[src/logic/spc_pkg.sv]
// constants for the second serial port configuration bank
// assumes an 8-bit indexed configuration port on core_clk
package spc_pkg;

    // ------------------------------------------------------------
    // register indexes
    // ------------------------------------------------------------
    localparam logic [7:0] IDX_ACTIVATE = 8'h30;
    localparam logic [7:0] IDX_BASE_HIGH = 8'h60;
    localparam logic [7:0] IDX_BASE_LOW = 8'h61;
    localparam logic [7:0] IDX_INT_NUMBER = 8'h70;
    localparam logic [7:0] IDX_INT_TYPE = 8'h71;
    localparam logic [7:0] IDX_RX_DMA = 8'h74;
    localparam logic [7:0] IDX_TX_DMA = 8'h75;
    localparam logic [7:0] IDX_PORT_CONFIG = 8'hf0;
    localparam logic [7:0] IDX_EVENT_STATUS = 8'hf8;
    localparam logic [7:0] IDX_EVENT_MASK = 8'hf9;

    // ------------------------------------------------------------
    // reset values
    // ------------------------------------------------------------
    localparam logic [7:0] RST_ACTIVATE = 8'h00;
    localparam logic [7:0] RST_BASE_HIGH = 8'h02;
    localparam logic [7:0] RST_BASE_LOW = 8'hf8;
    localparam logic [7:0] RST_INT_NUMBER = 8'h03;
    localparam logic [7:0] RST_INT_TYPE = 8'h03;
    localparam logic [7:0] RST_DMA = 8'h04;
    localparam logic [7:0] RST_PORT_CONFIG = 8'h02;
    localparam logic [7:0] RST_EVENTS = 8'h00;

    // ------------------------------------------------------------
    // field masks and positions
    // ------------------------------------------------------------
    localparam logic [7:0] MASK_BASE_HIGH = 8'h07;
    localparam logic [7:0] MASK_BASE_LOW = 8'hf8;
    localparam logic [7:0] MASK_INT_TYPE_WR = 8'h02;
    localparam logic [7:0] MASK_CONFIG_WR = 8'h83;
    localparam int CFG_BANK_BIT = 7;
    localparam int CFG_BUSY_BIT = 2;
    localparam int CFG_POWER_BIT = 1;
    localparam int CFG_FLOAT_BIT = 0;
    localparam int INT_TYPE_LEVEL_BIT = 0;
    // event bits: busy fell, incoming call line edge
    localparam int EV_IDLE_BIT = 0;
    localparam int EV_CALL_BIT = 1;
    localparam int EV_WIDTH = 2;

endpackage : spc_pkg

[src/logic/spc_config_bank.sv]
// configuration register bank for the second serial port
// assumes a one-cycle strobe bus on core_clk; the port datapath sits
// outside and sends its busy, level-type and call line in here
`timescale 1ns/1ps

module spc_config_bank
(
    // clock and reset
    input wire logic core_clk,
    input wire logic reset,
    // register port
    input wire logic [7:0] reg_addr,
    input wire logic [7:0] reg_wdata,
    input wire logic reg_write,
    input wire logic reg_read,
    output logic [7:0] reg_rdata,
    // global enables
    input wire logic global_config_one_en,
    input wire logic global_config_six_en,
    // port datapath status, from other clocking
    input wire logic port_busy,
    input wire logic port_level_irq,
    input wire logic incoming_call_line,
    input wire logic infrared_transmit_in,
    // port control
    output logic port_active,
    output logic port_clock_en,
    output logic port_outputs_default,
    output logic port_outputs_float,
    output logic extended_access_en,
    output logic call_line_irq_en,
    output logic infrared_transmit_out,
    output logic [15:0] port_base_addr,
    output logic [7:0] port_irq_number,
    output logic [7:0] port_rx_dma,
    output logic [7:0] port_tx_dma,
    // interrupt
    output logic irq
);

    // ------------------------------------------------------------
    // pin synchronisers
    // ------------------------------------------------------------
    logic [3:0] sync1_q; // first stage, read only by second
    logic [3:0] sync2_q; // second stage
    logic busy_s, level_s, call_s, ir_tx_s;
    logic busy_prev_q; // for falling edge of busy
    logic call_prev_q; // for rising edge of call line

    always_ff @(posedge core_clk)
    begin
        if (reset)
        begin
            sync1_q <= 4'h0;
            sync2_q <= 4'h0;
        end
        else
        begin
            sync1_q <= {infrared_transmit_in, incoming_call_line,
                        port_level_irq, port_busy};
            sync2_q <= sync1_q;
        end
    end

    assign busy_s = sync2_q[0];
    assign level_s = sync2_q[1];
    assign call_s = sync2_q[2];
    assign ir_tx_s = sync2_q[3];

    // ------------------------------------------------------------
    // register storage
    // ------------------------------------------------------------
    logic [7:0] activate_q; // activation
    logic [7:0] base_high_q; // base high, writable bits only
    logic [7:0] base_low_q; // base low, writable bits only
    logic [7:0] int_number_q; // irq number and wake enable
    logic int_type_q; // writable bit 1 of type
    logic [7:0] rx_dma_q; // receive channel
    logic [7:0] tx_dma_q; // transmit channel
    logic [7:0] config_q; // bits 7,1,0 stored, others zero
    logic [7:0] ev_status_q; // sticky events
    logic [7:0] ev_mask_q; // event enables

    // ------------------------------------------------------------
    // address decode
    // ------------------------------------------------------------
    wire sel_act = reg_addr == spc_pkg::IDX_ACTIVATE;
    wire sel_bh = reg_addr == spc_pkg::IDX_BASE_HIGH;
    wire sel_bl = reg_addr == spc_pkg::IDX_BASE_LOW;
    wire sel_in = reg_addr == spc_pkg::IDX_INT_NUMBER;
    wire sel_it = reg_addr == spc_pkg::IDX_INT_TYPE;
    wire sel_rx = reg_addr == spc_pkg::IDX_RX_DMA;
    wire sel_tx = reg_addr == spc_pkg::IDX_TX_DMA;
    wire sel_cf = reg_addr == spc_pkg::IDX_PORT_CONFIG;
    wire sel_es = reg_addr == spc_pkg::IDX_EVENT_STATUS;
    wire sel_em = reg_addr == spc_pkg::IDX_EVENT_MASK;

    // logical device is live only with both global enables
    wire active_w = activate_q[0] & global_config_one_en
        & global_config_six_en;

    // read view of the config register, busy comes in live
    wire [7:0] config_view = {config_q[spc_pkg::CFG_BANK_BIT], 4'h0,
        busy_s, config_q[spc_pkg::CFG_POWER_BIT],
        config_q[spc_pkg::CFG_FLOAT_BIT]};

    // interrupt type: bit 0 follows the port's level mode
    wire [7:0] int_type_view = {6'h00, int_type_q, level_s};

    // read mux, unmapped index reads zero
    wire [7:0] rd_mux =
        sel_act ? activate_q :
        sel_bh ? (base_high_q & spc_pkg::MASK_BASE_HIGH) :
        sel_bl ? (base_low_q & spc_pkg::MASK_BASE_LOW) :
        sel_in ? int_number_q :
        sel_it ? int_type_view :
        sel_rx ? rx_dma_q :
        sel_tx ? tx_dma_q :
        sel_cf ? config_view :
        sel_es ? ev_status_q :
        sel_em ? ev_mask_q : 8'h00;

    // ------------------------------------------------------------
    // events
    // ------------------------------------------------------------
    wire ev_idle = busy_prev_q & ~busy_s;
    wire ev_call = call_s & ~call_prev_q;
    wire [7:0] ev_set = {6'h00, ev_call, ev_idle};
    wire [7:0] ev_clr = (reg_write & sel_es) ? reg_wdata : 8'h00;
    // a new event wins over a clear in the same cycle
    wire [7:0] ev_next = (ev_status_q & ~ev_clr) | ev_set;

    // ------------------------------------------------------------
    // register writes
    // ------------------------------------------------------------
    always_ff @(posedge core_clk)
    begin
        if (reset)
        begin
            activate_q <= spc_pkg::RST_ACTIVATE;
            base_high_q <= spc_pkg::RST_BASE_HIGH;
            base_low_q <= spc_pkg::RST_BASE_LOW;
            int_number_q <= spc_pkg::RST_INT_NUMBER;
            int_type_q <= spc_pkg::RST_INT_TYPE[1];
            rx_dma_q <= spc_pkg::RST_DMA;
            tx_dma_q <= spc_pkg::RST_DMA;
            config_q <= spc_pkg::RST_PORT_CONFIG;
        end
        else if (reg_write)
        begin
            if (sel_act)
            begin
                activate_q <= reg_wdata;
            end
            if (sel_bh)
            begin
                base_high_q <= reg_wdata & spc_pkg::MASK_BASE_HIGH;
            end
            if (sel_bl)
            begin
                base_low_q <= reg_wdata & spc_pkg::MASK_BASE_LOW;
            end
            if (sel_in)
            begin
                int_number_q <= reg_wdata;
            end
            if (sel_it)
            begin
                int_type_q <= reg_wdata[1];
            end
            if (sel_rx)
            begin
                rx_dma_q <= reg_wdata;
            end
            if (sel_tx)
            begin
                tx_dma_q <= reg_wdata;
            end
            if (sel_cf)
            begin
                // busy and reserved bits never stored
                config_q <= reg_wdata & spc_pkg::MASK_CONFIG_WR;
            end
        end
    end

    // ------------------------------------------------------------
    // status, mask and edge history
    // ------------------------------------------------------------
    always_ff @(posedge core_clk)
    begin
        if (reset)
        begin
            ev_status_q <= spc_pkg::RST_EVENTS;
            ev_mask_q <= spc_pkg::RST_EVENTS;
            busy_prev_q <= 1'b0;
            call_prev_q <= 1'b0;
        end
        else
        begin
            ev_status_q <= ev_next;
            if (reg_write & sel_em)
            begin
                ev_mask_q <= reg_wdata;
            end
            busy_prev_q <= busy_s;
            call_prev_q <= call_s;
        end
    end

    // ------------------------------------------------------------
    // output flops, every output straight from a register
    // ------------------------------------------------------------
    wire [7:0] cfg_next = (reg_write & sel_cf)
        ? (reg_wdata & spc_pkg::MASK_CONFIG_WR) : config_q;
    wire power_on = cfg_next[spc_pkg::CFG_POWER_BIT];
    // outputs are only floated while the device is inactive
    wire float_w = ~active_w & config_q[spc_pkg::CFG_FLOAT_BIT];

    always_ff @(posedge core_clk)
    begin
        if (reset)
        begin
            reg_rdata <= 8'h00;
            port_active <= 1'b0;
            port_clock_en <= 1'b0;
            port_outputs_default <= 1'b1;
            port_outputs_float <= 1'b0;
            extended_access_en <= 1'b0;
            call_line_irq_en <= 1'b0;
            infrared_transmit_out <= 1'b0;
            port_base_addr <= {spc_pkg::RST_BASE_HIGH,
                               spc_pkg::RST_BASE_LOW};
            port_irq_number <= spc_pkg::RST_INT_NUMBER;
            port_rx_dma <= spc_pkg::RST_DMA;
            port_tx_dma <= spc_pkg::RST_DMA;
            irq <= 1'b0;
        end
        else
        begin
            // read data valid only in the cycle after the strobe
            reg_rdata <= reg_read ? rd_mux : 8'h00;
            port_active <= active_w;
            // gated clock while active and bit 1 clear
            port_clock_en <= active_w & power_on;
            port_outputs_default <= ~(active_w & power_on);
            port_outputs_float <= float_w;
            // extended bank reachable only with bit 7 set
            extended_access_en <= active_w
                & config_q[spc_pkg::CFG_BANK_BIT];
            // call line stays armed in low power mode
            call_line_irq_en <= active_w;
            // transmit forced low when inactive, float bit ignored
            infrared_transmit_out <= active_w & power_on & ir_tx_s;
            port_base_addr <= {base_high_q & spc_pkg::MASK_BASE_HIGH,
                               base_low_q & spc_pkg::MASK_BASE_LOW};
            port_irq_number <= int_number_q;
            port_rx_dma <= rx_dma_q;
            port_tx_dma <= tx_dma_q;
            irq <= |(ev_next & ev_mask_q);
        end
    end

    // ------------------------------------------------------------
    // checks
    // ------------------------------------------------------------
    a_activate_reset: assert property (@(posedge core_clk)
        $fell(reset) |-> activate_q == spc_pkg::RST_ACTIVATE)
        else $error("activate not reset");
    a_base_high_ro: assert property (@(posedge core_clk)
        disable iff (reset) reg_read && sel_bh |=> reg_rdata[7:3] == 5'h00)
        else $error("base high top bits not zero");
    a_base_low_ro: assert property (@(posedge core_clk)
        disable iff (reset) reg_read && sel_bl |=> reg_rdata[2:0] == 3'h0)
        else $error("base low bottom bits not zero");
    a_int_number_rw: assert property (@(posedge core_clk)
        disable iff (reset) reg_write && sel_in |=> ##1
        port_irq_number == $past(reg_wdata, 2))
        else $error("irq number write lost");
    a_int_type_ro: assert property (@(posedge core_clk)
        disable iff (reset) reg_read && sel_it |=> reg_rdata[7:2] == 6'h00)
        else $error("irq type high bits not zero");
    a_config_reset: assert property (@(posedge core_clk)
        $fell(reset) |-> config_q == spc_pkg::RST_PORT_CONFIG)
        else $error("config not reset");
    a_bank_gate: assert property (@(posedge core_clk)
        disable iff (reset) !config_q[7] |=> !extended_access_en)
        else $error("extended access with bank bit clear");
    a_busy_reads: assert property (@(posedge core_clk)
        disable iff (reset) reg_read && sel_cf
        |=> reg_rdata[2] == $past(busy_s))
        else $error("busy bit mismatch");
    a_clock_gate: assert property (@(posedge core_clk)
        disable iff (reset) active_w && !config_q[1] && !(reg_write && sel_cf)
        |=> !port_clock_en && port_outputs_default)
        else $error("clock not gated in low power");
    a_float_ctrl: assert property (@(posedge core_clk)
        disable iff (reset) active_w |=> !port_outputs_float)
        else $error("outputs floated while active");
    a_ir_tx_low: assert property (@(posedge core_clk)
        disable iff (reset) !active_w |=> !infrared_transmit_out)
        else $error("infrared transmit high while inactive");
    a_reserved_zero: assert property (@(posedge core_clk)
        disable iff (reset) reg_read && sel_cf |=> reg_rdata[6:3] == 4'h0)
        else $error("reserved bits not zero");

    // ------------------------------------------------------------
    // checks on stored fields, copies, power and events
    // ------------------------------------------------------------
    // stored fields take exactly what software may change
    a_activate_rw: assert property (@(posedge core_clk)
        disable iff (reset) reg_write && sel_act
        |=> activate_q == $past(reg_wdata))
        else $error("activation write lost");
    a_base_high_wr: assert property (@(posedge core_clk)
        disable iff (reset) reg_write && sel_bh
        |=> base_high_q[7:3] == 5'h00)
        else $error("base high top bits stored");
    a_base_low_wr: assert property (@(posedge core_clk)
        disable iff (reset) reg_write && sel_bl
        |=> base_low_q[2:0] == 3'h0)
        else $error("base low bottom bits stored");
    a_int_type_wr: assert property (@(posedge core_clk)
        disable iff (reset) reg_write && sel_it
        |=> int_type_q == $past(reg_wdata[1]))
        else $error("irq type bit 1 write lost");
    a_config_ro: assert property (@(posedge core_clk)
        disable iff (reset) reg_write && sel_cf
        |=> config_q[6:2] == 5'h00)
        else $error("busy or reserved bits stored");

    // copies to the port land two edges after the write
    a_base_out: assert property (@(posedge core_clk)
        disable iff (reset)
        port_base_addr[15:11] == 5'h00 && port_base_addr[2:0] == 3'h0)
        else $error("base address alignment broken");
    a_rx_dma_copy: assert property (@(posedge core_clk)
        disable iff (reset) reg_write && sel_rx |=> ##1
        port_rx_dma == $past(reg_wdata, 2))
        else $error("receive dma copy wrong");
    a_tx_dma_copy: assert property (@(posedge core_clk)
        disable iff (reset) reg_write && sel_tx |=> ##1
        port_tx_dma == $past(reg_wdata, 2))
        else $error("transmit dma copy wrong");

    // low power keeps the registers and the call line armed
    a_power_keep: assert property (@(posedge core_clk)
        disable iff (reset) active_w && !config_q[1] && !reg_write
        |=> $stable(rx_dma_q) && $stable(int_number_q))
        else $error("register lost in low power");
    a_call_armed: assert property (@(posedge core_clk)
        disable iff (reset) active_w
        |=> call_line_irq_en)
        else $error("call line not armed while active");
    a_clock_on: assert property (@(posedge core_clk)
        disable iff (reset) active_w && power_on
        |=> port_clock_en && !port_outputs_default)
        else $error("port clock off in normal power");
    a_float_on: assert property (@(posedge core_clk)
        disable iff (reset) !active_w && config_q[0]
        |=> port_outputs_float)
        else $error("outputs not floated while inactive");

    // a call line edge is kept even against a clear
    a_call_event: assert property (@(posedge core_clk)
        disable iff (reset) ev_call
        |=> ev_status_q[1])
        else $error("call line event lost");
    a_call_irq: assert property (@(posedge core_clk)
        disable iff (reset) ev_status_q[1] && ev_mask_q[1] && !reg_write
        |=> irq)
        else $error("call line interrupt missing");

endmodule : spc_config_bank

[config.mk]
export PLATFORM = sky130hd
export DESIGN_NAME = spc_config_bank
export DESIGN_NICKNAME = d
export VERILOG_FILES = /design/src/logic/spc_pkg.sv /design/src/logic/spc_config_bank.sv
export SDC_FILE = /design/constraint.sdc
export NUM_CORES = 1
export LEC_CHECK = 0
export BUFFER_PORTS_ARGS = -buffer_cell sky130_fd_sc_hd__buf_2
export CORE_MARGIN = 3
export CORE_UTILIZATION = 59
export CTS_CLUSTER_SIZE = 28
export DETAILED_ROUTE_END_ITERATION = 8
export PLACE_DENSITY = 0.95
export SYNTH_ARGS = -nofsm -noshare
export SYNTH_HDL_FRONTEND = slang
export SYNTH_SLANG_ARGS = --single-unit
[constraint.sdc]
create_clock -name core_clk -period 2.8 [get_ports core_clk]
set_input_delay 0.14 -clock core_clk [delete_from_list [all_inputs] [get_ports core_clk]]
set_output_delay 0.14 -clock core_clk [all_outputs]
set_load 0.005 [all_outputs]
==> metrics.csv <==
stage;metric;value;unit
worst_setup_path;crit_required;3.19;ns
floorplanning;start_util;0.624;
clock_network;cts.hold.buffers_added;14;
worst_setup_path;crit_family;simple AND/OR/NAND/NOR gates;
worst_setup_path;path_max_fanout;28;
floorplanning;die_h;94.5;µm
logic_synthesis;syn_area_per_cell;9.55;µm²
timing;final-max-slew-violation-count;0;
logic_synthesis;synth_seq_cells;117;
worst_setup_path;cp-end-kind;register;
timing;timing.final.crit_period;1.77;ns
floorplanning;rows;31;
worst_setup_path;critPathSlowestCell;nor2_2;
clock_network;clk_latency;0.52;ns
grt;grt_pass1_vias;3814;
logic_synthesis;synth_top_cell_area_share;0.506;
status;outcome;finished, final reports clean;
logic_synthesis;synth_area;4620;µm²
drt;antenna_left;0;
drt;drtIter0Drc;314;
finish;fin_util;0.770;
logic_synthesis;ys_warn_count;0;
worst_setup_path;cp-start-kind;input pin;
job;maxCapViolCount;0;
power;p_leak;2.29;nW
logic_synthesis;yosysSeqAreaShare;0.506;
floorplanning;die_w;94.5;µm
placement;post-place-ws;0.577;ns
worst_setup_path;worstPathArrival;2.16;ns
timing;setup_violations;0;
floorplanning;core;7410;µm²
logic_synthesis;postSynthCellCount;484;
drt;wire_per_inst;17.2;µm
placement;hpwl;7730;µm
grt;grt_pass1_wl;18900;µm
finish;seq_area;2340;µm²
clock_network;clk_pin_slew;0.06;ns
logic_synthesis;ys_top_cells_by_area;dfxtp_1 51%, mux2i_1 6.9%, nor2b_1 5.7%;
grt;grt_antenna_before_repair;0;
timing;maxSlewHeadroom;0.489;
worst_setup_path;timing.reg2reg.setup_slack;1.06;ns
grt;grt.total_usage;0.275;
finish;num_antenna_cells;0;
grt;overflow;0;
finish;stdcell_count;675;
timing;fin_skew;0.00633;ns
worst_setup_path;critical_path.cell_chain;buf_2 > inv_1 > or3_1 > nor2_2 > mux2i_1 > nor2_1;
clock_network;cts-root-buf;clkbuf_8;
clock_network;cts_tree;done;
drt;routed_wl;11600;µm
drt;drt-vias-per-instance;5.89;
timing;hold_viol_final;0;
worst_setup_path;max_stage_delay;0.50;ns
logic_synthesis;synth_edf_count;0;
timing;tightest_slew;0.766;ns
logic_synthesis;synthArstFlopShare;0;
grt;grt_max_degree;64;
placement;place_inst;629;
finish;fillers;504;
clock_network;cts.path.max_buffers;2;
timing;period_share;0.631;
placement;place.gp.congestion;0.949;
finish;final_nets;589;
timing;fmax;566;MHz
clock_network;htree_levels;4;
clock_network;cts_sinks;117;
power;peakVddDrop;606;µV
clock_network;cts_inserted_buffers;17;
logic_synthesis;yosysUniqueCellTypes;53;
placement;io_buffers;73;
logic_synthesis;yosys.area.top_type;dfxtp_1;
finish;final_common_cell;dfxtp_1;
finish;drive_gt1_frac;0.229;
finish;multi_input_area;2100;µm²
timing;rsz0062_at_grt;false;
drt;drcViolationCount;0;
finish;final_cell_mix;117 x dfxtp_1, 73 x buf_2, 44 x nand2_1;
timing;layout_setup_ws;1.03;ns
finish;area_growth;23.4;%
clock_network;cts_resized;0;
worst_setup_path;cp_num_buf_inv;2;
min_path;hp-class;input pin to register;
drt;dr_total_vias;3977;
logic_synthesis;synthFlopType;dfxtp_1;
floorplanning;ios;82;
worst_setup_path;worstSetupPathType;input pin to register;
power;power_density;682;nW/µm²
timing;tns;0;ns
floorplanning;dieArea;8940;µm²
clock_network;cts_setup_buffers;0;
drt;drtPass1Iterations;5;
tightest hold or removal path, cell delays in order:
cell and delay [ns]:
buf_2 0.19, nand2_1 0.09, nand3b_1 0.07
per-layer routing:
metal / GRT usage / vias up / wire length (µm)
met2: 0.460 / 213 / 5770
met5: 0 / - / 0
met3: 0.0614 / 34 / 999
li1: - / 1851 / -
met4: 0.114 / 0 / 268
met1: 0.343 / 1879 / 4590
power by group:
part           switching, mW  internal (mW)  total, mW
clock network          0.790           1.27       2.06
registers            0.00387           1.67       1.68
logic                  0.105         0.0526      0.157
total                  0.898           2.99       3.89
path summary, 6_finish.rpt:
path                                  start                            to  cells after the start
setup / recovery                reg_addr[0]     ev_mask_q[5]$_SDFFE_PP0P_                      6
setup reg to reg  ev_mask_q[7]$_SDFFE_PP0P_       reg_rdata[7]$_SDFF_PP0_                      5
hold / removal                 reg_wdata[1]  int_number_q[1]$_SDFFE_PP1P_                      3
hold reg to reg       sync1_q[0]$_SDFF_PP0_         sync2_q[0]$_SDFF_PP0_                      1
per-stage QoR:
stage                     total power [mW]  hold WS (ns)  instance area [µm²]
after global routing                  3.99        0.0520                 5710
final                                 3.89        0.0299                 5710
after floorplan                       1.81         0.228                 4650
after detailed placement              1.85         0.352                 5000
after CTS                             3.90        0.0201                 5710
after global placement                1.85         0.348                 5000
registers in the layout (all words and copies together), names as in the netlist, 3 cells and up:
| signal | cells |
|---|---|
| port_tx_dma | 8 |
| reg_rdata | 8 |
| rx_dma_q | 8 |
| base_high_q | 3 |
| int_number_q | 8 |
| port_base_addr | 8 |
| sync1_q | 4 |
| ev_mask_q | 8 |
| ev_status_q | 8 |
| activate_q | 8 |
| config_q | 3 |
| port_rx_dma | 8 |
| tx_dma_q | 8 |
| sync2_q | 4 |
| base_low_q | 5 |
| port_irq_number | 8 |
Yosys cell counts (2+ instances only):
cell type  count
and3_1         8
a221oi_1      10
clkbuf_1      22
nor2_1        35
nand3_1       12
nor3b_1        2
o21ai_0       15
dfxtp_1      117
a31oi_1        6
nand2_1       44
nor2_2         2
nand2b_1       8
nor3_1         9
nand3b_1       3
inv_1          5
a2111oi_0      2
nor2b_1       42
a211oi_1       6
or2_2         10
or4_4          2
nor3_2         2
a221o_1        4
mux2i_1       32
a32oi_1        6
a21oi_1       26
and3b_1        2
or3_1          4
buf_2          5
buf_4         10
a211o_1        8
and2_1         3
cell type report:
cell class	instances	area share
Inverter	5	0.00329
Timing Repair Buffer	91	0.0961
Clock inverter	15	0.0272
Tap cell	99	0.0217
Multi-Input combinational cell	331	0.369
Clock buffer	17	0.0726
Sequential cell	117	0.411
kinds of logic after synthesis:
family | count (synthesis) | share of synthesized area
simple gates | 198 | 0.241
flops | 117 | 0.506
compound gates | 93 | 0.138
buf+inv | 43 | 0.0444
mux | 32 | 0.0693
other cells | 1 | 0.000811
Note: power is estimated with default switching activity, not from simulation.
